--- src/pkg/uie_regs.svh ---
// Register offsets, field positions, reset values and interrupt codes
`ifndef UIE_REGS_SVH
`define UIE_REGS_SVH

// ****************************************
// Register offsets
// ****************************************
`define UIE_OFF_HOLDING 4'h0
`define UIE_OFF_ENABLE 4'h1
`define UIE_OFF_IDENT 4'h2

// ****************************************
// Reset values
// ****************************************
`define UIE_RST_ENABLE 8'h00
`define UIE_RST_IDENT 8'h01
`define UIE_RST_DIVISOR 8'h00

// ****************************************
// Enable register fields
// ****************************************
`define UIE_EN_RXDATA 0
`define UIE_EN_THR 1
`define UIE_EN_LINE 2
`define UIE_EN_MODEM 3
`define UIE_EN_SLEEP 4
`define UIE_EN_SWFLOW 5
`define UIE_EN_RTS 6
`define UIE_EN_CTS 7
`define UIE_EN_HI_MASK 8'hF0
`define UIE_EN_LO_MASK 8'h0F

// ****************************************
// Identification codes, bits 5..0
// ****************************************
`define UIE_ID_LINE 6'h06
`define UIE_ID_RXTO 6'h0C
`define UIE_ID_RXDATA 6'h04
`define UIE_ID_THR 6'h02
`define UIE_ID_MODEM 6'h00
`define UIE_ID_PIN 6'h30
`define UIE_ID_SWFLOW 6'h10
`define UIE_ID_FLOWCHG 6'h20

// ****************************************
// Source indices, best priority first
// ****************************************
`define UIE_SRC_LINE 0
`define UIE_SRC_RXTO 1
`define UIE_SRC_RXDATA 2
`define UIE_SRC_THR 3
`define UIE_SRC_MODEM 4
`define UIE_SRC_PIN 5
`define UIE_SRC_SWFLOW 6
`define UIE_SRC_CTS 7
`define UIE_SRC_RTS 8
`define UIE_NSRC 9

`endif

--- src/pkg/uie_pkg.sv ---
// Types shared by the interrupt enable and identification block
package uie_pkg;
  typedef enum logic [0:0] {
    UIE_AWAKE = 1'b0,
    UIE_ASLEEP = 1'b1
  } uie_sleep_t;
endpackage

--- src/core/uie_prio.sv ---
// Fixed priority selection of the reported interrupt source
`timescale 1ns/10ps
`include "uie_regs.svh"
module uie_prio #(
  parameter int NSRC = `UIE_NSRC
) (
  // Gated sources, index 0 best
  input wire logic [NSRC-1:0] active,
  // Selection
  output logic pending,
  output logic [5:0] code
);

  function automatic logic [5:0] uie_src_code(input int idx);
    logic [5:0] c;
    c = `UIE_ID_MODEM;
    case (idx)
      `UIE_SRC_LINE: c = `UIE_ID_LINE;
      `UIE_SRC_RXTO: c = `UIE_ID_RXTO;
      `UIE_SRC_RXDATA: c = `UIE_ID_RXDATA;
      `UIE_SRC_THR: c = `UIE_ID_THR;
      `UIE_SRC_PIN: c = `UIE_ID_PIN;
      `UIE_SRC_SWFLOW: c = `UIE_ID_SWFLOW;
      `UIE_SRC_CTS, `UIE_SRC_RTS: c = `UIE_ID_FLOWCHG;
      default: c = `UIE_ID_MODEM;
    endcase
    return c;
  endfunction

  always_comb begin
    pending = 1'b0;
    code = `UIE_ID_MODEM;
    for (int i = NSRC - 1; i >= 0; i--) begin
      if (active[i]) begin
        pending = 1'b1;
        code = uie_src_code(i);
      end
    end
  end

endmodule // uie_prio

--- src/core/uie_sleep.sv ---
// Sleep entry and wake control for crystal and UART clock
`timescale 1ns/10ps
`include "uie_regs.svh"
module uie_sleep (
  // Clock and reset
  input wire logic mclk,
  input wire logic nrst,
  // Conditions
  input wire logic permit,
  input wire logic pending,
  input wire logic modem_toggle,
  input wire logic rx_pin,
  input wire logic tx_fifo_empty,
  input wire logic rx_fifo_empty,
  input wire logic tx_load,
  // Clock controls
  output logic asleep,
  output logic xtal_en,
  output logic uart_clk_en
);

  uie_pkg::uie_sleep_t state_q, state_d;
  logic enter, wake;

  assign enter = permit && !pending && !modem_toggle && rx_pin && tx_fifo_empty && rx_fifo_empty;
  // any wake event, or permission withdrawn
  assign wake = modem_toggle || !rx_pin || tx_load || !permit;

  always_comb begin
    state_d = state_q;
    unique case (state_q)
      uie_pkg::UIE_AWAKE: begin
        if (enter) begin
          state_d = uie_pkg::UIE_ASLEEP;
        end
      end
      uie_pkg::UIE_ASLEEP: begin
        if (wake) begin
          state_d = uie_pkg::UIE_AWAKE;
        end
      end
    endcase
  end

  always_ff @(posedge mclk or negedge nrst) begin
    if (!nrst) begin
      state_q <= uie_pkg::UIE_AWAKE;
    end else begin
      state_q <= state_d;
    end
  end

  assign asleep = (state_q == uie_pkg::UIE_ASLEEP);
  assign xtal_en = !asleep;
  assign uart_clk_en = !asleep;
endmodule // uie_sleep

--- src/core/uie_top.sv ---
// Interrupt enable, identification, sleep control and divisor high byte of one UART channel
`timescale 1ns/10ps
`include "uie_regs.svh"
module uie_top #(
  parameter int FIFO_DEPTH = 64,
  parameter int LW = $clog2(FIFO_DEPTH + 1)
) (
  // Clock and power-on reset
  input wire logic mclk,
  input wire logic nrst,
  // Software reset, one cycle
  input wire logic sw_reset,
  // Register access port
  input wire logic [3:0] reg_addr,
  input wire logic reg_wr,
  input wire logic reg_rd,
  input wire logic [7:0] reg_wdata,
  output logic [7:0] reg_rdata,
  // Configuration from neighbouring registers
  input wire logic divisor_access,
  input wire logic enhanced_en,
  input wire logic fifo_en,
  input wire logic [LW-1:0] tx_trigger,
  // Level sources
  input wire logic line_error,
  input wire logic rx_timeout,
  input wire logic rx_data_ready,
  input wire logic thr_empty,
  input wire logic [LW-1:0] tx_space,
  input wire logic modem_change,
  // Event pulses
  input wire logic pin_change,
  input wire logic xoff_det,
  input wire logic xon_det,
  input wire logic special_det,
  input wire logic cts_inactive,
  input wire logic rts_inactive,
  // Sleep conditions
  input wire logic modem_toggle,
  input wire logic rx_pin,
  input wire logic tx_fifo_empty,
  input wire logic rx_fifo_empty,
  // Outputs
  output logic irq,
  output logic [7:0] interrupt_enable,
  output logic [7:0] baud_divisor_high,
  output logic asleep,
  output logic xtal_en,
  output logic uart_clk_en
);

  // ****************************************
  // Access decode
  // ****************************************
  logic [7:0] enable_q, enable_d;
  logic [7:0] divisor_q, divisor_d;
  logic [7:0] rdata_q, rdata_d;
  logic [7:0] ident_q, ident_d;
  logic irq_q, irq_d;
  logic pin_q, pin_d;
  logic xoff_q, xoff_d;
  logic spec_q, spec_d;
  logic cts_q, cts_d;
  logic rts_q, rts_d;
  logic asleep_q, asleep_d;
  logic xtal_q, xtal_d;
  logic uclk_q, uclk_d;
  logic wr_enable, wr_divisor, rd_ident, tx_load, sleep_permit, tx_ready;
  logic [`UIE_NSRC-1:0] raw_src, active_src;
  logic pend;
  logic [5:0] code;
  logic sl_asleep, sl_xtal, sl_uclk;

  function automatic logic hit(input logic [3:0] a, input logic [3:0] off, input logic dl);
    return (a == off) && (dl == 1'b0);
  endfunction

  assign wr_enable = reg_wr && hit(reg_addr, `UIE_OFF_ENABLE, divisor_access);
  assign rd_ident = reg_rd && hit(reg_addr, `UIE_OFF_IDENT, divisor_access);
  assign tx_load = reg_wr && hit(reg_addr, `UIE_OFF_HOLDING, divisor_access);
  assign wr_divisor = reg_wr && (reg_addr == `UIE_OFF_ENABLE) && divisor_access;

  // ****************************************
  // Source gating
  // ****************************************
  // transmit ready in either mode
  assign tx_ready = fifo_en ? (tx_space > tx_trigger) : thr_empty;

  assign raw_src[`UIE_SRC_LINE] = line_error;
  assign raw_src[`UIE_SRC_RXTO] = rx_timeout;
  assign raw_src[`UIE_SRC_RXDATA] = rx_data_ready;
  assign raw_src[`UIE_SRC_THR] = tx_ready;
  assign raw_src[`UIE_SRC_MODEM] = modem_change;
  assign raw_src[`UIE_SRC_PIN] = pin_q;
  assign raw_src[`UIE_SRC_SWFLOW] = xoff_q || spec_q;
  assign raw_src[`UIE_SRC_CTS] = cts_q;
  assign raw_src[`UIE_SRC_RTS] = rts_q;

  assign active_src[`UIE_SRC_LINE] = raw_src[`UIE_SRC_LINE] && enable_q[`UIE_EN_LINE];
  assign active_src[`UIE_SRC_RXTO] = raw_src[`UIE_SRC_RXTO] && enable_q[`UIE_EN_RXDATA];
  assign active_src[`UIE_SRC_RXDATA] = raw_src[`UIE_SRC_RXDATA] && enable_q[`UIE_EN_RXDATA];
  assign active_src[`UIE_SRC_THR] = raw_src[`UIE_SRC_THR] && enable_q[`UIE_EN_THR];
  assign active_src[`UIE_SRC_MODEM] = raw_src[`UIE_SRC_MODEM] && enable_q[`UIE_EN_MODEM];
  assign active_src[`UIE_SRC_PIN] = raw_src[`UIE_SRC_PIN] && enable_q[`UIE_EN_MODEM];
  assign active_src[`UIE_SRC_SWFLOW] = raw_src[`UIE_SRC_SWFLOW] && enable_q[`UIE_EN_SWFLOW];
  assign active_src[`UIE_SRC_CTS] = raw_src[`UIE_SRC_CTS] && enable_q[`UIE_EN_CTS];
  assign active_src[`UIE_SRC_RTS] = raw_src[`UIE_SRC_RTS] && enable_q[`UIE_EN_RTS];

  uie_prio #(
    .NSRC(`UIE_NSRC)
  ) u_prio (
    .active(active_src),
    .pending(pend),
    .code(code)
  );

  // sleep bit only counts when enhanced
  assign sleep_permit = enable_q[`UIE_EN_SLEEP] && enhanced_en;

  uie_sleep u_sleep (
    .mclk(mclk),
    .nrst(nrst),
    .permit(sleep_permit),
    .pending(pend),
    .modem_toggle(modem_toggle),
    .rx_pin(rx_pin),
    .tx_fifo_empty(tx_fifo_empty),
    .rx_fifo_empty(rx_fifo_empty),
    .tx_load(tx_load),
    .asleep(sl_asleep),
    .xtal_en(sl_xtal),
    .uart_clk_en(sl_uclk)
  );

  // ****************************************
  // Next state
  // ****************************************
  always_comb begin
    enable_d = enable_q;
    divisor_d = divisor_q;
    rdata_d = rdata_q;
    if (wr_enable) begin
      enable_d = (reg_wdata & `UIE_EN_LO_MASK) |
                 ((enhanced_en ? reg_wdata : enable_q) & `UIE_EN_HI_MASK);
    end
    if (sw_reset) begin
      enable_d = `UIE_RST_ENABLE;
    end
    if (wr_divisor) begin
      divisor_d = reg_wdata;
    end
    if (reg_rd) begin
      if (hit(reg_addr, `UIE_OFF_ENABLE, divisor_access)) begin
        rdata_d = enable_q;
      end else if (rd_ident) begin
        rdata_d = ident_q;
      end else if ((reg_addr == `UIE_OFF_ENABLE) && divisor_access) begin
        rdata_d = divisor_q;
      end else begin
        rdata_d = 8'h00;
      end
    end
  end

  // Event flags; a set in the clearing cycle wins
  always_comb begin
    pin_d = pin_q;
    xoff_d = xoff_q;
    spec_d = spec_q;
    cts_d = cts_q;
    rts_d = rts_q;
    // Xon clears Xoff, read clears special
    if (xon_det) begin
      xoff_d = 1'b0;
    end
    if (rd_ident) begin
      spec_d = 1'b0;
      pin_d = 1'b0;
      cts_d = 1'b0;
      rts_d = 1'b0;
    end
    if (sw_reset) begin
      pin_d = 1'b0;
      xoff_d = 1'b0;
      spec_d = 1'b0;
      cts_d = 1'b0;
      rts_d = 1'b0;
    end
    if (pin_change) begin
      pin_d = 1'b1;
    end
    if (xoff_det) begin
      xoff_d = 1'b1;
    end
    if (special_det) begin
      spec_d = 1'b1;
    end
    if (cts_inactive) begin
      cts_d = 1'b1;
    end
    if (rts_inactive) begin
      rts_d = 1'b1;
    end
  end

  always_comb begin
    ident_d = {fifo_en, fifo_en, code[5:1], !pend};
    irq_d = pend;
    asleep_d = sl_asleep;
    xtal_d = sl_xtal;
    uclk_d = sl_uclk;
  end

  // ****************************************
  // Registers
  // ****************************************
  always_ff @(posedge mclk or negedge nrst) begin
    if (!nrst) begin
      enable_q <= `UIE_RST_ENABLE;
      divisor_q <= `UIE_RST_DIVISOR;
      rdata_q <= 8'h00;
      ident_q <= `UIE_RST_IDENT;
      irq_q <= 1'b0;
      pin_q <= 1'b0;
      xoff_q <= 1'b0;
      spec_q <= 1'b0;
      cts_q <= 1'b0;
      rts_q <= 1'b0;
      asleep_q <= 1'b0;
      xtal_q <= 1'b1;
      uclk_q <= 1'b1;
    end else begin
      enable_q <= enable_d;
      divisor_q <= divisor_d;
      rdata_q <= rdata_d;
      ident_q <= ident_d;
      irq_q <= irq_d;
      pin_q <= pin_d;
      xoff_q <= xoff_d;
      spec_q <= spec_d;
      cts_q <= cts_d;
      rts_q <= rts_d;
      asleep_q <= asleep_d;
      xtal_q <= xtal_d;
      uclk_q <= uclk_d;
    end
  end

  assign reg_rdata = rdata_q;
  assign irq = irq_q;
  assign interrupt_enable = enable_q;
  assign baud_divisor_high = divisor_q;
  assign asleep = asleep_q;
  assign xtal_en = xtal_q;
  assign uart_clk_en = uclk_q;
endmodule // uie_top

--- config.mk ---
export PLATFORM = sky130hd
export DESIGN_NAME = uie_top
export DESIGN_NICKNAME = d
export VERILOG_FILES = /design/src/pkg/uie_pkg.sv /design/src/core/uie_prio.sv /design/src/core/uie_sleep.sv /design/src/core/uie_top.sv
export VERILOG_INCLUDE_DIRS = /design/src /design/src/pkg
export SDC_FILE = /design/constraint.sdc
export NUM_CORES = 1
export LEC_CHECK = 0
export ABC_AREA = 1
export BUFFER_PORTS_ARGS = -buffer_cell sky130_fd_sc_hd__buf_2
export CAP_MARGIN = 40
export CELL_PAD_IN_SITES_DETAIL_PLACEMENT = 0
export CELL_PAD_IN_SITES_GLOBAL_PLACEMENT = 2
export CORE_UTILIZATION = 29
export CTS_CLUSTER_DIAMETER = 40
export DETAILED_ROUTE_END_ITERATION = 6
export GPL_TIMING_DRIVEN = 0
export PLACE_DENSITY = 0.93
export SYNTH_ARGS = -nofsm -noshare
export SYNTH_HDL_FRONTEND = slang
export SYNTH_SLANG_ARGS = --single-unit
--- constraint.sdc ---
create_clock -name mclk -period 2.9 [get_ports mclk]
set_clock_uncertainty 0.1 [all_clocks]
set_input_delay 0.145 -clock mclk [delete_from_list [all_inputs] [get_ports mclk]]
set_output_delay 0.145 -clock mclk [all_outputs]
set_load 0.01 [all_outputs]
==> flow_summary.json <==
{
  "status": "completed",
  "routabilityCongestion": 0.794,
  "ys_seq_elements": 40,
  "drt_iter0_markers": 65,
  "fp.dieH_um": 85.0,
  "placed_cells": 383,
  "min_period_ps": 1330,
  "die_x_um": 85.0,
  "vias": 1773,
  "hpwl_um": 3870,
  "netlist_instances": 230,
  "antenna_found_initial": 0,
  "ys_warn_count": 0,
  "fin_area_sq_mm": 0.00269,
  "synth-simple-area-share_pct": 22.3,
  "fin_crit_sh_pct": 45.8,
  "synth_compound_area_share_pct": 14.2,
  "grt_pass1_vias": 1677,
  "crit_type": "input port to register",
  "track_usage_pct": 14.5,
  "cts_tree": "done",
  "p_total_mw": 1.21,
  "synth.area.mux_share_pct": 0,
  "relSlewSlack_pct": 66.2,
  "final_common_cell": "buf_2",
  "dieArea_sq_mm": 0.00723,
  "syn_to_final_growth_pct": 34.3,
  "cts_resized": 0,
  "clock-sinks": 40,
  "layout_common_cells": "buf_2 (76), nand2_1 (62), dfrtp_1 (38)",
  "rsz0062_at_grt": "no",
  "grt_max_degree": 22,
  "finalWirelength_um": 4940,
  "rows": 29,
  "max_freq_mhz": 753,
  "vias_per_cell": 4.44,
  "maxCapViolCount": 0,
  "synthAdderAreaFrac_pct": 4.38,
  "h-tree-depth": 2,
  "antenna_left": 0,
  "numCtsBuffers": 5,
  "hold_violations": 0,
  "wire_per_inst_um": 12.4,
  "finalSetupTns_ps": 0,
  "pre_cts_slack_ps": 1380,
  "synth_fp_nets": 286,
  "start_kind": "input port",
  "postLayoutCoreUtil_pct": 41.3,
  "ys_seq_area_share_pct": 50.2,
  "post-cts-setup-buffer-count": 0,
  "cp.arrival_ps": 1390,
  "fillers": 683,
  "power_per_cell_area_mw_per_mm2": 450,
  "critPathCaptureType": "register",
  "finish.net_count": 378,
  "final_cells": 399,
  "ctsRootBufferMaster": "clkbuf_8",
  "clockBufferDepth": 2,
  "power.leakage_nw": 1.50,
  "finalSetupViolCount": 0,
  "core-area_sq_mm": 0.00649,
  "numPortBuffers": 75,
  "diodes": 0,
  "io_pins": 77,
  "slew_viol_final": 0,
  "postLayoutSetupSlackWorst_ps": 1570,
  "hp-class": "input port to register",
  "drtPass1Iterations": 4,
  "synth_cell_type_count": 33,
  "grt_pass1_wl_um": 8140,
  "start_util_pct": 30.8,
  "critPathMaxFanout": 3,
  "path_clk_slew_ps": 70,
  "clkLatencyLatePin_ps": 290,
  "worstMarginPinSlew_ps": 507,
  "grt_overflow": 0,
  "cp.required_ps": 2960,
  "ir_drop_mv": 0.151,
  "layout-drive-gt1-share_pct": 35.1,
  "hold_ws_ps": 16.4,
  "synth_xor_area_share_pct": 0,
  "synth_top_family_by_area": "simple AND/OR/NAND/NOR gates",
  "synth.avg_cell_area_sq_um": 8.69,
  "syn_area_sq_mm": 0.00200,
  "route.detailed.drc": 0,
  "postPlaceCellArea_sq_mm": 0.00250
}
sequential cells by signal (all words and copies together) (netlist names), 7 cells and up:
signal and flops:
baud_divisor_high 8, ident_q 7, interrupt_enable 8, reg_rdata 8
area by class of cell:
type                       instances  area [sq um]  share of cell area, %
clock buffer                       7          96.3                   3.59
buffer                             3          23.8                  0.885
timing repair buffer              85           493                   18.4
inverter                          40           155                   5.78
tap                               77          96.3                   3.59
sequential                        40          1000                   37.4
multi-input combinational        147           817                   30.4
routing by layer:
layer  vias up  global-route usage, %  wire length [um]
met5         -                      0                 0
met4         0                   3.70                21
met3         3                   3.21               221
met2        47                   23.4              2230
met1       799                   19.8              2470
li1        924                      -                 -
cell families (layout without fill, tap and decap cells):
group / Yosys count / after routing
AND/OR/NAND/NOR: 95 / 95
flip-flops: 40 / 40
buffers and inverters: 43 / 135
AO/OA/AOI/OAI: 45 / 45
adder cells (fa/ha/maj): 7 / 7
cells in the mapped netlist:
cell | instances | area (sq um)
nand2_1 | 62 | 233
dfrtp_1 | 38 | 951
inv_1 | 34 | 128
nor2_1 | 15 | 56.3
a21oi_1 | 14 | 70.1
o21ai_1 | 8 | 40.0
ha_1 | 7 | 87.6
a31oi_1 | 6 | 37.5
nand3_1 | 5 | 25.0
o21ai_2 | 5 | 43.8
a31o_2 | 4 | 35.0
inv_2 | 3 | 11.3
nand2_2 | 3 | 18.8
o22ai_1 | 3 | 18.8
clkinv_1 | 2 | 7.51
dfstp_2 | 2 | 52.6
nand2_4 | 2 | 22.5
nand4_1 | 2 | 12.5
a21oi_2 | 1 | 8.76
a22o_1 | 1 | 8.76
buf_2 | 1 | 5.00
buf_4 | 1 | 7.51
buf_6 | 1 | 11.3
clkinv_4 | 1 | 8.76
nand3_2 | 1 | 10.0
nand3_4 | 1 | 17.5
nand4_2 | 1 | 12.5
nor2_2 | 1 | 6.26
nor2_4 | 1 | 11.3
nor2_8 | 1 | 20.0
o21ai_0 | 1 | 5.00
o21bai_1 | 1 | 7.51
o41ai_1 | 1 | 8.76
critical path: stages:
cell           delay [ps]
dlygate4sd3_1         530
buf_2                 130
nand2_1                80
nand4_1               120
inv_1                 100
nand2_1                50
nor2_1                140
nand2_1                90
final timing paths:
kind	startpoint	end	slack, ps	depth (start not counted)
min in group asynchronous	nrst	asleep$_DFF_PN0_	260	2
worst max register to register	interrupt_enable[0]$_DFFE_PN0P_	irq$_DFF_PN0_	1580	6
worst min-delay path	reg_wdata[6]	baud_divisor_high[6]$_DFFE_PN0P_	20	3
worst min register to register	u_sleep.asleep$_DFF_PN0_	asleep$_DFF_PN0_	280	0
max in group asynchronous	nrst	ident_q[0]$_DFF_PN1_	1890	3
worst max-delay path	line_error	irq$_DFF_PN0_	1570	8
what timing repair did:
item | in CTS | in global routing
hold buffers | 9 | 0
endpoints found under the hold margin | 26 | 0
setup endpoints to repair | 0 | 0
power breakdown:
group | total (mW) | switching, mW | internal, mW
clock | 0.392 | 0.180 | 0.212
combinational | 0.198 | 0.106 | 0.0924
sequential | 0.619 | 0.0256 | 0.593
Power figures use the tool's default switching activity.
